### src/shared/mrd_pkg.sv
package mrd_pkg;

  // Byte addresses of the registers, reading high byte at the base
  localparam logic [7:0] MRD_THERM_ADDR = 8'h3f;
  localparam logic [7:0] MRD_DIE_ADDR = 8'h41;
  localparam logic [7:0] MRD_DPLUS_ADDR = 8'h43;
  localparam logic [7:0] MRD_DMINUS_ADDR = 8'h45;
  localparam logic [7:0] MRD_DRIVE_ADDR = 8'h47;
  localparam logic [7:0] MRD_PART_ADDR = 8'h48;

  // Reading channels, index order matches the base table
  localparam int MRD_NUM_READINGS = 4;
  localparam logic [3:0][7:0] MRD_READING_BASE = {
    MRD_DMINUS_ADDR, MRD_DPLUS_ADDR, MRD_DIE_ADDR, MRD_THERM_ADDR};

  // Field positions
  localparam int MRD_POS_DRV_LSB = 5;
  localparam int MRD_NEG_DRV_LSB = 2;
  localparam int MRD_PART_LSB = 3;
  localparam int MRD_REV_LSB = 0;

  // Reset values
  localparam logic [15:0] MRD_READING_RST = 16'h0000;
  localparam logic [7:0] MRD_DRIVE_RST = 8'h00;
  localparam logic [7:0] MRD_RDATA_RST = 8'h00;
  localparam logic [1:0] MRD_PART_RSVD = 2'h0;

  // Line drive codes
  typedef enum logic [2:0] {
    MRD_DRV_HIZ = 3'h0,
    MRD_DRV_0V0 = 3'h1,
    MRD_DRV_0V6 = 3'h2,
    MRD_DRV_1V2 = 3'h3,
    MRD_DRV_2V0 = 3'h4,
    MRD_DRV_2V7 = 3'h5,
    MRD_DRV_3V3 = 3'h6,
    MRD_DRV_SHORT = 3'h7
  } mrd_drive_t;

endpackage

### src/rtl/mrd_reading_hold.sv
`timescale 1ns/1ps
`default_nettype none

module mrd_reading_hold (
  input wire logic ref_clk,
  input wire logic rst,
  input wire logic ce,
  input wire logic sample_valid,
  input wire logic [15:0] sample_value,
  input wire logic snap,
  output logic [15:0] value_q,
  output logic [7:0] low_snap_q
);
  import mrd_pkg::*;

  ////////////////////////////////////////////////////////////////////////
  // Reading store, only the converter side loads it
  always_ff @(posedge ref_clk) begin
    if (rst) begin
      value_q <= MRD_READING_RST;
    end else if (ce && sample_valid) begin
      value_q <= sample_value; // RQ9
    end
  end

  // Low byte frozen when the high byte is read
  always_ff @(posedge ref_clk) begin
    if (rst) begin
      low_snap_q <= MRD_READING_RST[7:0];
    end else if (ce && snap) begin
      low_snap_q <= value_q[7:0];
    end
  end
endmodule // mrd_reading_hold

`default_nettype wire

### src/rtl/mrd_regs.sv
// How it works
// (RQ1) Thermistor ratio read-only 16-bit reading
// (RQ2) Die temperature read-only signed 16-bit reading
// (RQ3) D+ voltage read-only 16-bit reading
// (RQ4) D- voltage read-only 16-bit reading
// (RQ5) Bits 7-5 select D+ drive, reset zero
// (RQ6) Bits 4-2 select D- drive, reset zero
// (RQ7) Part code read-only in bits 5-3
// (RQ8) Revision in bits 2-0, 7-6 zero
// (RQ9) Writes to read-only registers are ignored
`timescale 1ns/1ps
`default_nettype none

module mrd_regs #(
  parameter logic [2:0] PART_CODE = 3'h5, // Arbitrary value
  parameter logic [2:0] SILICON_REV = 3'h2 // Arbitrary value
) (
  input wire logic ref_clk,
  input wire logic rst,
  input wire logic ce,
  input wire logic [7:0] reg_addr,
  input wire logic reg_wr,
  input wire logic [7:0] reg_wdata,
  input wire logic reg_rd,
  output logic [7:0] reg_rdata,
  input wire logic [15:0] thermistor_ratio_value,
  input wire logic thermistor_ratio_valid,
  input wire logic [15:0] die_temp_value,
  input wire logic die_temp_valid,
  input wire logic [15:0] pos_line_voltage_value,
  input wire logic pos_line_voltage_valid,
  input wire logic [15:0] neg_line_voltage_value,
  input wire logic neg_line_voltage_valid,
  output mrd_pkg::mrd_drive_t pos_line_drive_level,
  output mrd_pkg::mrd_drive_t neg_line_drive_level,
  output logic line_short_en
);
  import mrd_pkg::*;

  logic [7:0] drive_q;
  logic [7:0] drive_d;
  logic [7:0] rdata_q;
  logic [7:0] rdata_d;
  logic [15:0] smp_val [MRD_NUM_READINGS];
  logic smp_vld [MRD_NUM_READINGS];
  logic [15:0] rd_val [MRD_NUM_READINGS];
  logic [7:0] snap_lo [MRD_NUM_READINGS];
  logic hi_hit [MRD_NUM_READINGS];
  logic lo_hit [MRD_NUM_READINGS];
  logic drive_hit;
  logic part_hit;
  logic drive_wr;
  logic [7:0] part_byte;

  ////////////////////////////////////////////////////////////////////////
  // Converter inputs gathered by channel
  assign smp_val[0] = thermistor_ratio_value; // RQ1
  assign smp_vld[0] = thermistor_ratio_valid;
  assign smp_val[1] = die_temp_value; // RQ2
  assign smp_vld[1] = die_temp_valid;
  assign smp_val[2] = pos_line_voltage_value; // RQ3
  assign smp_vld[2] = pos_line_voltage_valid;
  assign smp_val[3] = neg_line_voltage_value; // RQ4
  assign smp_vld[3] = neg_line_voltage_valid;

  // One holder per reading, no host write path
  for (genvar i = 0; i < MRD_NUM_READINGS; i++) begin : g_rdg
    assign hi_hit[i] = (reg_addr == MRD_READING_BASE[i]);
    assign lo_hit[i] = (reg_addr == MRD_READING_BASE[i] + 8'h01);
    mrd_reading_hold u_hold (
      .ref_clk(ref_clk),
      .rst(rst),
      .ce(ce),
      .sample_valid(smp_vld[i]),
      .sample_value(smp_val[i]),
      .snap(reg_rd && hi_hit[i]),
      .value_q(rd_val[i]),
      .low_snap_q(snap_lo[i])
    );
  end

  ////////////////////////////////////////////////////////////////////////
  // Address decode for the byte registers
  assign drive_hit = (reg_addr == MRD_DRIVE_ADDR);
  assign part_hit = (reg_addr == MRD_PART_ADDR);
  assign drive_wr = reg_wr && drive_hit; // RQ9
  assign drive_d = drive_wr ? reg_wdata : drive_q;

  // Identification byte, top bits zero
  assign part_byte = {MRD_PART_RSVD, PART_CODE, SILICON_REV}; // RQ7 RQ8

  // Read data select, unmapped reads as zero
  assign rdata_d =
    hi_hit[0] ? rd_val[0][15:8] :
    lo_hit[0] ? snap_lo[0] :
    hi_hit[1] ? rd_val[1][15:8] :
    lo_hit[1] ? snap_lo[1] :
    hi_hit[2] ? rd_val[2][15:8] :
    lo_hit[2] ? snap_lo[2] :
    hi_hit[3] ? rd_val[3][15:8] :
    lo_hit[3] ? snap_lo[3] :
    drive_hit ? drive_q :
    part_hit ? part_byte : 8'h00;

  ////////////////////////////////////////////////////////////////////////
  // Drive select register
  always_ff @(posedge ref_clk) begin
    if (rst) begin
      drive_q <= MRD_DRIVE_RST; // RQ5 RQ6
    end else if (ce) begin
      drive_q <= drive_d;
    end
  end

  // Read data register, loaded on a read
  always_ff @(posedge ref_clk) begin
    if (rst) begin
      rdata_q <= MRD_RDATA_RST;
    end else if (ce && reg_rd) begin
      rdata_q <= rdata_d;
    end
  end

  ////////////////////////////////////////////////////////////////////////
  // Drive level outputs
  assign pos_line_drive_level = mrd_drive_t'(drive_q[MRD_POS_DRV_LSB +: 3]); // RQ5
  assign neg_line_drive_level = mrd_drive_t'(drive_q[MRD_NEG_DRV_LSB +: 3]); // RQ6
  assign line_short_en = (pos_line_drive_level == MRD_DRV_SHORT); // RQ5
  assign reg_rdata = rdata_q;
endmodule // mrd_regs

`default_nettype wire

### config.mk
export PLATFORM = sky130hd
export DESIGN_NAME = mrd_regs
export DESIGN_NICKNAME = d
export VERILOG_FILES = /design/src/shared/mrd_pkg.sv /design/src/rtl/mrd_reading_hold.sv /design/src/rtl/mrd_regs.sv
export SDC_FILE = /design/constraint.sdc
export NUM_CORES = 1
export LEC_CHECK = 0
export BUFFER_PORTS_ARGS = -buffer_cell sky130_fd_sc_hd__buf_2
export CAP_MARGIN = 20
export CORE_AREA = 3 3 114 116
export CTS_CLUSTER_SIZE = 30
export DETAILED_ROUTE_END_ITERATION = 6
export DIE_AREA = 0 0 117 119
export PLACE_DENSITY = 0.62
export SYNTH_ARGS = -nofsm -noshare
export SYNTH_HDL_FRONTEND = slang
export SYNTH_SLANG_ARGS = --single-unit
### constraint.sdc
create_clock -name ref_clk -period 3.1 [get_ports ref_clk]
set_input_delay 0.155 -clock ref_clk [delete_from_list [all_inputs] [get_ports ref_clk]]
set_output_delay 0.155 -clock ref_clk [all_outputs]
set_load 0.01 [all_outputs]
==> impl_metrics.toml, run 1 <==
[finish]
syn_to_final_growth_pct = 17.4
final_nets = 726
post_route_cells_drive_above_1_share = 0.209
mostFrequentLayoutCell = "sky130_fd_sc_hd__nand2_1"
antenna_cells = 0
layout.cells.most_common_list = "sky130_fd_sc_hd__nand2_1, sky130_fd_sc_hd__dfxtp_1, sky130_fd_sc_hd__buf_2, sky130_fd_sc_hd__a21oi_1, sky130_fd_sc_hd__nor2_1"

[yosys]
synth_enable_flop_cells = 0
postSynth.topFlopCell = "sky130_fd_sc_hd__dfxtp_1"
yosys.cell_types.count = 43
yosys-top-cells-area = "sky130_fd_sc_hd__dfxtp_1, sky130_fd_sc_hd__nand2_1, sky130_fd_sc_hd__mux2i_1"
yosys_warnings = 0
postSynth.asyncResetShare = 0
synth_top_area_frac = 0.469
yosys_register_bits = 112
synth_area_per_cell_um2 = 8.47
synth.net_count = 654
area_of_the_mapped_netlist_um2 = 4780
synth-seq-area-share = 0.469
dominant_cell_type_by_area_after_synthesis = "sky130_fd_sc_hd__dfxtp_1"
post_synth_inst_count = 565

[timing]
worst_clock_skew_ns = 0.00681
maxSlewViolCount = 0
timing.setup.tns_ns = 0
layout_worst_path_cycle_share = 0.646
timing.fmax_mhz = 499
report.final.hold_viol_count = 0
slew_worst_pin_ns = 0.776
relSlewSlack = 0.483
min_period_ns = 2.00
rsz0062_at_grt = "false"
setup_viol_count_final = 0

[grt]
first_global_vias = 3876
pin_count_of_the_biggest_net_entering_global_routing = 78
grt_first_pass_wirelength_mm = 19.1
grt_antenna_before_repair = 0
globalRouteOverflowTotal = 0
total_routing_usage_gr = 0.173

[route]
route.detailed.vias_per_inst = 5.06
drc_violation_count_after_routing = 0
routed-via-count = 3991
route.detailed.wl_per_inst_um = 15.2
ant_nets = 0
dr.first_iter.drc_count = 231
drt-pass1-iter-count = 4
routed_wirelength_mm = 12.0

[clock_network]
clock_sinks = 112
cts_buffers = 9
cts_setup_buffers = 0
cts.repair.resized = 0
ctsHtreeMaxLevel = 3
clk_transition_reported_paths_ns = 0.08
cts_buffer_depth = 2
root_buffer = "sky130_fd_sc_hd__clkbuf_16"
holdBufCountCts = 0
cts_tree = "done"
worst_skew_pair_later_pin_latency_ns = 0.35

[critical_path]
crit_fanout = 8
cell_family_with_most_cp_delay = "simple AND/OR/NAND/NOR gates"
setup.reg_to_reg.worst_slack_ns = 1.61
crit_path_start_kind = "input port"
r2r_cells = 4
worst-path-buf-inv = 1
critical_path.slowest_cell = "sky130_fd_sc_hd__or4b_1"
regToRegStartpoint = "drive_q[4]"
setup.worst_path.end_class = "flip-flop"
crit_path_cell_trace = "buf_2, or4b_1, or3_1, nor3_4, mux2i_1, nor2_1"
data_required_time_at_the_worst_endpoint_ns = 3.31
path_class = "in2reg"
crit-reg2reg-capture = "reg_rdata[4]"
arrival_ns = 2.22
cp_slowest_stage_delay_ns = 0.67

[power]
power_per_cell_area_nw_per_um2 = 516
finalPower_w = 0.00290
ir_drop_mv = 0.232
power.static_leakage_nw = 2.25

[floorplanning]
die_y_um = 119
ioPinCount = 104
core_area_um2 = 12000
dieWidth_um = 117
start_util = 0.398
floorplan.rows = 40
dieArea_um2 = 13900

[hold_path]
hold_depth = 3
hp-class = "in2reg"
endpoint_of_the_worst_hold_timing_path = "g_rdg[1].u_hold.value_q[9]"
timing.hold.worst.start = "die_temp_value[9]"

[outcome]
run_status = "complete, no violations"

[placement]
place_congestion = 0.852
post-dp-hpwl_mm = 9.02
place.port_buffers = 103

[run]
cap_viol_max_count = 0
tightest hold or removal path: stages:
cell and delay, ns:
sky130_fd_sc_hd__buf_2 0.10, sky130_fd_sc_hd__nand2_1 0.04, sky130_fd_sc_hd__a21oi_1 0.05
per-layer routing:
layer	wire length, um	global-route usage
met1	5740	0.243
met2	5460	0.264
met3	580	0.0346
met4	197	0.0566
met5	0	0
flip-flops by register name (all words and copies together) (netlist names):
register                 cells
drive_q                      8
g_rdg.u_hold.low_snap_q     32
g_rdg.u_hold.value_q        64
reg_rdata                    8
synthesized netlist by cell type, types with 2 or more instances:
library cell	n
sky130_fd_sc_hd__nand2_1	145
sky130_fd_sc_hd__dfxtp_1	112
sky130_fd_sc_hd__a21oi_1	69
sky130_fd_sc_hd__nor2_1	55
sky130_fd_sc_hd__mux2i_1	49
sky130_fd_sc_hd__clkbuf_1	30
sky130_fd_sc_hd__o21ai_0	15
sky130_fd_sc_hd__a22oi_1	7
sky130_fd_sc_hd__mux4_2	7
sky130_fd_sc_hd__nand3_1	7
sky130_fd_sc_hd__buf_2	6
sky130_fd_sc_hd__buf_4	6
sky130_fd_sc_hd__a211o_1	5
sky130_fd_sc_hd__and2_1	5
sky130_fd_sc_hd__nand2b_1	4
sky130_fd_sc_hd__nor2b_1	4
sky130_fd_sc_hd__o22ai_1	4
sky130_fd_sc_hd__buf_1	3
sky130_fd_sc_hd__nor3_4	3
sky130_fd_sc_hd__a2bb2oi_1	2
sky130_fd_sc_hd__a32oi_1	2
sky130_fd_sc_hd__a41o_1	2
sky130_fd_sc_hd__and3_1	2
sky130_fd_sc_hd__nor3_1	2
power by group:
part / switching [W] / internal [W] / total (W) / leakage, nW
logic: 0.000132 / 0.0000911 / 0.000223 / 1.20
registers: 0.0000257 / 0.00148 / 0.00150 / 0.910
clock network: 0.000534 / 0.000635 / 0.00117 / 0.140
area by class of cell:
| cell class | instances | area (um^2) |
|---|---|---|
| fill | 1218 | 6390 |
| multi-input combinational | 407 | 2340 |
| sequential | 112 | 2240 |
| timing repair buffer | 106 | 541 |
| clock buffer | 9 | 225 |
| tap | 147 | 184 |
| clock inverter | 7 | 81.3 |
| inverter | 1 | 3.75 |
per-stage QoR:
stage / instance area [um^2] / util / hold slack (ns) / setup WS, ns / std cells
finish: 5620 / 0.468 / 0.0365 / 1.10 / 789
global route: 5620 / 0.468 / 0.0372 / 1.01 / 789
CTS: 5620 / 0.468 / 0.0296 / 1.10 / 789
detailed placement: 5310 / 0.442 / 0.401 / 0.733 / 773
global placement: 5310 / 0.442 / 0.393 / 0.827 / 773
floorplan: 4780 / - / 0.291 / 1.11 / 565
worst max-delay path by stage:
stage / from / to / slack, ns / depth (start not counted)
2_1_floorplan: reg_addr[5] / g_rdg[2].u_hold.low_snap_q[0] / 1.11 / 7
3_3_place_gp: reg_addr[5] / g_rdg[2].u_hold.low_snap_q[4] / 0.83 / 6
3_5_place_dp: reg_addr[5] / g_rdg[2].u_hold.low_snap_q[5] / 0.73 / 6
4_1_cts: reg_addr[5] / g_rdg[2].u_hold.low_snap_q[5] / 1.10 / 6
5_1_grt: reg_addr[5] / g_rdg[2].u_hold.low_snap_q[1] / 1.01 / 6
6_report: reg_addr[5] / g_rdg[2].u_hold.low_snap_q[5] / 1.10 / 6
cells by family after synthesis:
family	after synthesis	share of synthesized area
DFF	112	0.469
buffers and inverters	46	0.0424
and+or+nand+nor	235	0.210
AOI/OAI and AO/OA	115	0.141
muxes	57	0.138
No activity file was read; power rests on OpenSTA's default activity.
==> inputs of run 2 (changes only) <==
==> constraint.sdc (replaced) <==
create_clock -name ref_clk -period 1.9 [get_ports ref_clk]
set_input_delay 0.095 -clock ref_clk [delete_from_list [all_inputs] [get_ports ref_clk]]
set_output_delay 0.095 -clock ref_clk [all_outputs]
set_load 0.01 [all_outputs]
==> impl_metrics.toml, run 2 (synthesized netlist as in run 1, its figures left out) <==
[floorplanning]
dieArea_um2 = 13900
dieWidth_um = 117
core_area_um2 = 12000
floorplan.rows = 40
ioPinCount = 104
die_y_um = 119
start_util = 0.398

[route]
ant_nets = 0
detailroute.wirelength.met3_um = 416
wl_met2_mm = 6.00
dr.first_iter.drc_count = 263
drc_violation_count_after_routing = 0
drt-pass1-iter-count = 4
route.detailed.vias_per_inst = 4.99
metal1_wirelength_mm = 6.26
route.detailed.wl_per_inst_um = 14.6
routed_wirelength_mm = 12.9
routed-via-count = 4379
highest_layer = "met4"

[clock_network]
worst_skew_pair_later_pin_latency_ns = 0.35
cts_buffer_depth = 2
holdBufCountCts = 68
cts_tree = "done"
clk_transition_reported_paths_ns = 0.07
cts_buffers = 9
cts_setup_buffers = 0
cts.repair.resized = 0
root_buffer = "sky130_fd_sc_hd__clkbuf_16"
ctsHtreeMaxLevel = 3
clock_sinks = 112

[timing]
setup_viol_count_final = 0
layout_worst_path_cycle_share = 0.851
worst_clock_skew_ns = 0.00593
timing.fmax_mhz = 618
slew_worst_pin_ns = 0.540
report.final.hold_viol_count = 0
maxSlewViolCount = 0
relSlewSlack = 0.639
min_period_ns = 1.62
setup_ws_ns = 0.282
rsz0062_at_grt = "false"

[grt]
grt_antenna_before_repair = 0
pin_count_of_the_biggest_net_entering_global_routing = 113
grt_first_pass_wirelength_mm = 20.7
first_global_vias = 4295
total_routing_usage_gr = 0.187
globalRouteOverflowTotal = 0

[finish]
biggestRegsByFlops = "g_rdg.u_hold.value_q: 64 flops, g_rdg.u_hold.low_snap_q: 32 flops"
mostFrequentLayoutCell = "sky130_fd_sc_hd__nand2_1"
largest_register_ff_count = 64
final_nets = 815
final_util = 0.543
regMostFlops = "g_rdg.u_hold.value_q"
layout.cells.most_common_list = "sky130_fd_sc_hd__nand2_1, sky130_fd_sc_hd__dfxtp_1, sky130_fd_sc_hd__buf_2, sky130_fd_sc_hd__a21oi_1, sky130_fd_sc_hd__dlygate4sd3_1"
antenna_cells = 0
multi_input_area_um2 = 2340
layout.cell_area.non_filler_um2 = 6520
post_route_cells_drive_above_1_share = 0.213
regArea_um2 = 2240
syn_to_final_growth_pct = 36.2
layout.filler_cells = 1114

[hold_path]
hp-class = "in2reg"
hold_depth = 3
endpoint_of_the_worst_hold_timing_path = "g_rdg[3].u_hold.value_q[11]"
timing.hold.worst.start = "neg_line_voltage_value[11]"

[power]
ir_drop_mv = 0.372
power.static_leakage_nw = 2.68
finalPower_w = 0.00502
power_per_cell_area_nw_per_um2 = 770

[critical_path]
crit_fanout = 7
path_class = "in2reg"
crit_start = "reg_addr[5]"
crit_path_start_kind = "input port"
arrival_ns = 1.86
crit-reg2reg-capture = "reg_rdata[4]"
data_required_time_at_the_worst_endpoint_ns = 2.14
setup.reg_to_reg.worst_slack_ns = 0.44
setup.worst_path.end_class = "flip-flop"
regToRegStartpoint = "drive_q[4]"
r2r_cells = 4

[placement]
place.port_buffers = 103
place_congestion = 0.839
pre_cts_ws_ns = -0.0714
post-dp-hpwl_mm = 9.25
place_area_um2 = 5510

[run]
cap_viol_max_count = 0

[outcome]
run_status = "complete, no violations"
[run 2: worst max path at each step]
| stage | endpoint | slack (ns) | cells past startpoint |
|---|---|---|---|
| 3_3_place_gp | g_rdg[2].u_hold.low_snap_q[4] | -0.01 | 7 |
| 6_report | reg_rdata[1] | 0.28 | 7 |
| 2_1_floorplan | g_rdg[2].u_hold.low_snap_q[0] | -0.03 | 7 |
| 3_5_place_dp | drive_q[5] | -0.07 | 7 |
| 4_1_cts | drive_q[3] | 0.30 | 7 |
| 5_1_grt | drive_q[3] | 0.20 | 7 |
[run 2: cell type report]
type | instances | area share
clock buffers | 9 | 0.0346
well taps | 147 | 0.0282
multi-input cells | 407 | 0.360
flip-flops and latches | 112 | 0.344
inverters | 1 | 0.000576
repair buffers | 195 | 0.217
clock inverters | 7 | 0.0157
[run 2: critical path, cell delays in order]
cell and delay (ns):
sky130_fd_sc_hd__buf_2 0.11, sky130_fd_sc_hd__or4b_4 0.58, sky130_fd_sc_hd__or3_1 0.44, sky130_fd_sc_hd__buf_4 0.19, sky130_fd_sc_hd__o21ai_0 0.07, sky130_fd_sc_hd__nand3_1 0.13, sky130_fd_sc_hd__a41o_1 0.24
[run 2: metrics by stage]
step,TNS (ns),std cells,hold slack [ns]
4_1_cts,0,878,0.00215
2_1_floorplan,-0.254,565,0.231
3_3_place_gp,-0.0667,794,0.334
6_report,0,878,0.00608
3_5_place_dp,-0.744,794,0.340
5_1_grt,0,878,0.0165
[run 2: power breakdown]
part | switching, W | internal, W
logic | 0.000240 | 0.000258
clock network | 0.000894 | 0.00118
registers | 0.0000410 | 0.00241
[run 2: routing by layer]
layer / vias up / track usage
li1: 2251 / -
met1: 2015 / 0.258
met2: 100 / 0.301
met3: 13 / 0.0254
met4: 0 / 0.0588
met5: - / 0
==> inputs of run 3 (changes only) <==
--- a/config.mk
+++ b/config.mk
@@ -7,11 +7,13 @@
 export LEC_CHECK = 0
 export BUFFER_PORTS_ARGS = -buffer_cell sky130_fd_sc_hd__buf_2
 export CAP_MARGIN = 20
+export CELL_PAD_IN_SITES_DETAIL_PLACEMENT = 0
+export CELL_PAD_IN_SITES_GLOBAL_PLACEMENT = 1
 export CORE_AREA = 3 3 114 116
 export CTS_CLUSTER_SIZE = 30
 export DETAILED_ROUTE_END_ITERATION = 6
 export DIE_AREA = 0 0 117 119
-export PLACE_DENSITY = 0.62
+export PLACE_DENSITY = 0.79
 export SYNTH_ARGS = -nofsm -noshare
 export SYNTH_HDL_FRONTEND = slang
 export SYNTH_SLANG_ARGS = --single-unit
==> impl_metrics.toml, run 3 (synthesized netlist as in run 1, its figures left out) <==
[route]
drt-pass1-iter-count = 4
dr.first_iter.drc_count = 204
routed-via-count = 4407
drc_violation_count_after_routing = 0
wl_met2_mm = 6.16
detailroute.wirelength.met3_um = 516
routed_wirelength_mm = 13.1
route.detailed.vias_per_inst = 5.00
highest_layer = "met4"
ant_nets = 0
route.detailed.wl_per_inst_um = 14.8
metal1_wirelength_mm = 6.25

[timing]
timing.setup.tns_ns = 0
setup_viol_count_final = 0
rsz0062_at_grt = "false"
layout_worst_path_cycle_share = 0.826
relSlewSlack = 0.640
worst_clock_skew_ns = 0.00673
timing.fmax_mhz = 637
report.final.hold_viol_count = 0
maxSlewViolCount = 0
min_period_ns = 1.57
whs_ns = 0.00690
slew_worst_pin_ns = 0.539

[clock_network]
cts_buffer_depth = 2
ctsHtreeMaxLevel = 3
worst_skew_pair_later_pin_latency_ns = 0.35
cts_tree = "done"
clk_transition_reported_paths_ns = 0.07
root_buffer = "sky130_fd_sc_hd__clkbuf_16"
cts.repair.resized = 0
cts_buffers = 9
clock_sinks = 112

[grt]
grt_antenna_before_repair = 0
first_global_vias = 4237
total_routing_usage_gr = 0.192
globalRouteOverflowTotal = 0
pin_count_of_the_biggest_net_entering_global_routing = 51
grt_first_pass_wirelength_mm = 21.1

[finish]
post_route_cells_drive_above_1_share = 0.214
layout.cells.most_common_list = "sky130_fd_sc_hd__nand2_1, sky130_fd_sc_hd__dfxtp_1, sky130_fd_sc_hd__buf_2, sky130_fd_sc_hd__dlygate4sd3_1, sky130_fd_sc_hd__a21oi_1"
biggestRegsByFlops = "g_rdg.u_hold.value_q: 64 flops, g_rdg.u_hold.low_snap_q: 32 flops"
mostFrequentLayoutCell = "sky130_fd_sc_hd__nand2_1"
regArea_um2 = 2240
layout.filler_cells = 1119
multi_input_area_um2 = 2340
regMostFlops = "g_rdg.u_hold.value_q"
layout.cell_area.non_filler_um2 = 6530
final_nets = 819
antenna_cells = 0
largest_register_ff_count = 64
syn_to_final_growth_pct = 36.5

[critical_path]
crit-reg2reg-capture = "reg_rdata[4]"
data_required_time_at_the_worst_endpoint_ns = 2.12
regToRegStartpoint = "drive_q[4]"
r2r_cells = 4
crit_fanout = 5
setup.worst_path.end_class = "flip-flop"
timing.critical_path.to = "reg_rdata[6]"
crit_start = "reg_addr[5]"
setup.reg_to_reg.worst_slack_ns = 0.39
crit_path_start_kind = "input port"
arrival_ns = 1.79
path_class = "in2reg"

[floorplanning]
start_util = 0.398
dieArea_um2 = 13900
floorplan.rows = 40
die_y_um = 119
ioPinCount = 104
dieWidth_um = 117
core_area_um2 = 12000

[power]
power.static_leakage_nw = 2.68
power.internal_w = 0.00372
switching_share = 0.239
sequential_power_share = 0.502
clock_power_share = 0.395
ir_drop_mv = 0.453
netSwitchingPower_w = 0.00117
power_per_cell_area_nw_per_um2 = 748
finalPower_w = 0.00489
combinationalPowerShare = 0.103

[run]
cap_viol_max_count = 0

[placement]
post-dp-hpwl_mm = 9.57
place.port_buffers = 103
place_congestion = 0.879
place_area_um2 = 5520

[outcome]
run_status = "complete, no violations"

[hold_path]
hp-class = "in2reg"
## run 3: repair_timing
item                                   4_1_cts  5_1_grt
hold buffers                                70        0
setup endpoints to repair                    0        0
setup buffers                                0        0
endpoints found under the hold margin       70        0
## run 3: per-layer routing
metal,up-vias,GRT usage
li1,2256,-
met1,2048,0.264
met2,91,0.308
met3,12,0.0361
met4,0,0.0538
met5,-,0
## run 3: worst min-delay path by stage
stage | from | end | cells after the start | slack (ns)
3_5_place_dp | pos_line_voltage_value[13] | g_rdg[2].u_hold.value_q[13] | 3 | 0.34
6_report | reg_wdata[3] | drive_q[3] | 3 | 0.007
4_1_cts | reg_wdata[3] | drive_q[3] | 3 | 0.002
5_1_grt | reg_wdata[3] | drive_q[3] | 3 | 0.02
3_3_place_gp | reg_wdata[5] | drive_q[5] | 3 | 0.34
2_1_floorplan | die_temp_value[12] | g_rdg[1].u_hold.value_q[12] | 2 | 0.23
## run 3: cell type report
type,instances,share of cell area
clock inverters,6,0.0117
repair buffers,199,0.222
inverters,1,0.000575
well taps,147,0.0282
multi-input cells,407,0.359
flip-flops and latches,112,0.343
clock buffers,10,0.0351
## run 3: per-stage QoR
stage | utilization | setup slack [ns] | instances
final | 0.544 | 0.331 | 882
after global routing | 0.544 | 0.245 | 882
after CTS | 0.544 | 0.336 | 882
after detailed placement | 0.460 | -0.0189 | 796
after global placement | 0.460 | 0.0106 | 796
after floorplan | - | -0.0318 | 565
## run 3: power groups by stage
stage	clock, W	combinational [W]	sequential, W
after global placement	0	0.000385	0.00251
after detailed placement	0	0.000393	0.00251
after global routing	0.00206	0.000558	0.00246
final	0.00193	0.000504	0.00245
after CTS	0.00198	0.000503	0.00245
after floorplan	0	0.000226	0.00249
## run 3: worst max-delay path, cell delays in order
cell and delay (ns):
sky130_fd_sc_hd__buf_2 0.11, sky130_fd_sc_hd__or4b_4 0.57, sky130_fd_sc_hd__or4b_2 0.68, sky130_fd_sc_hd__o22ai_1 0.15, sky130_fd_sc_hd__a211o_1 0.12, sky130_fd_sc_hd__a21oi_1 0.06
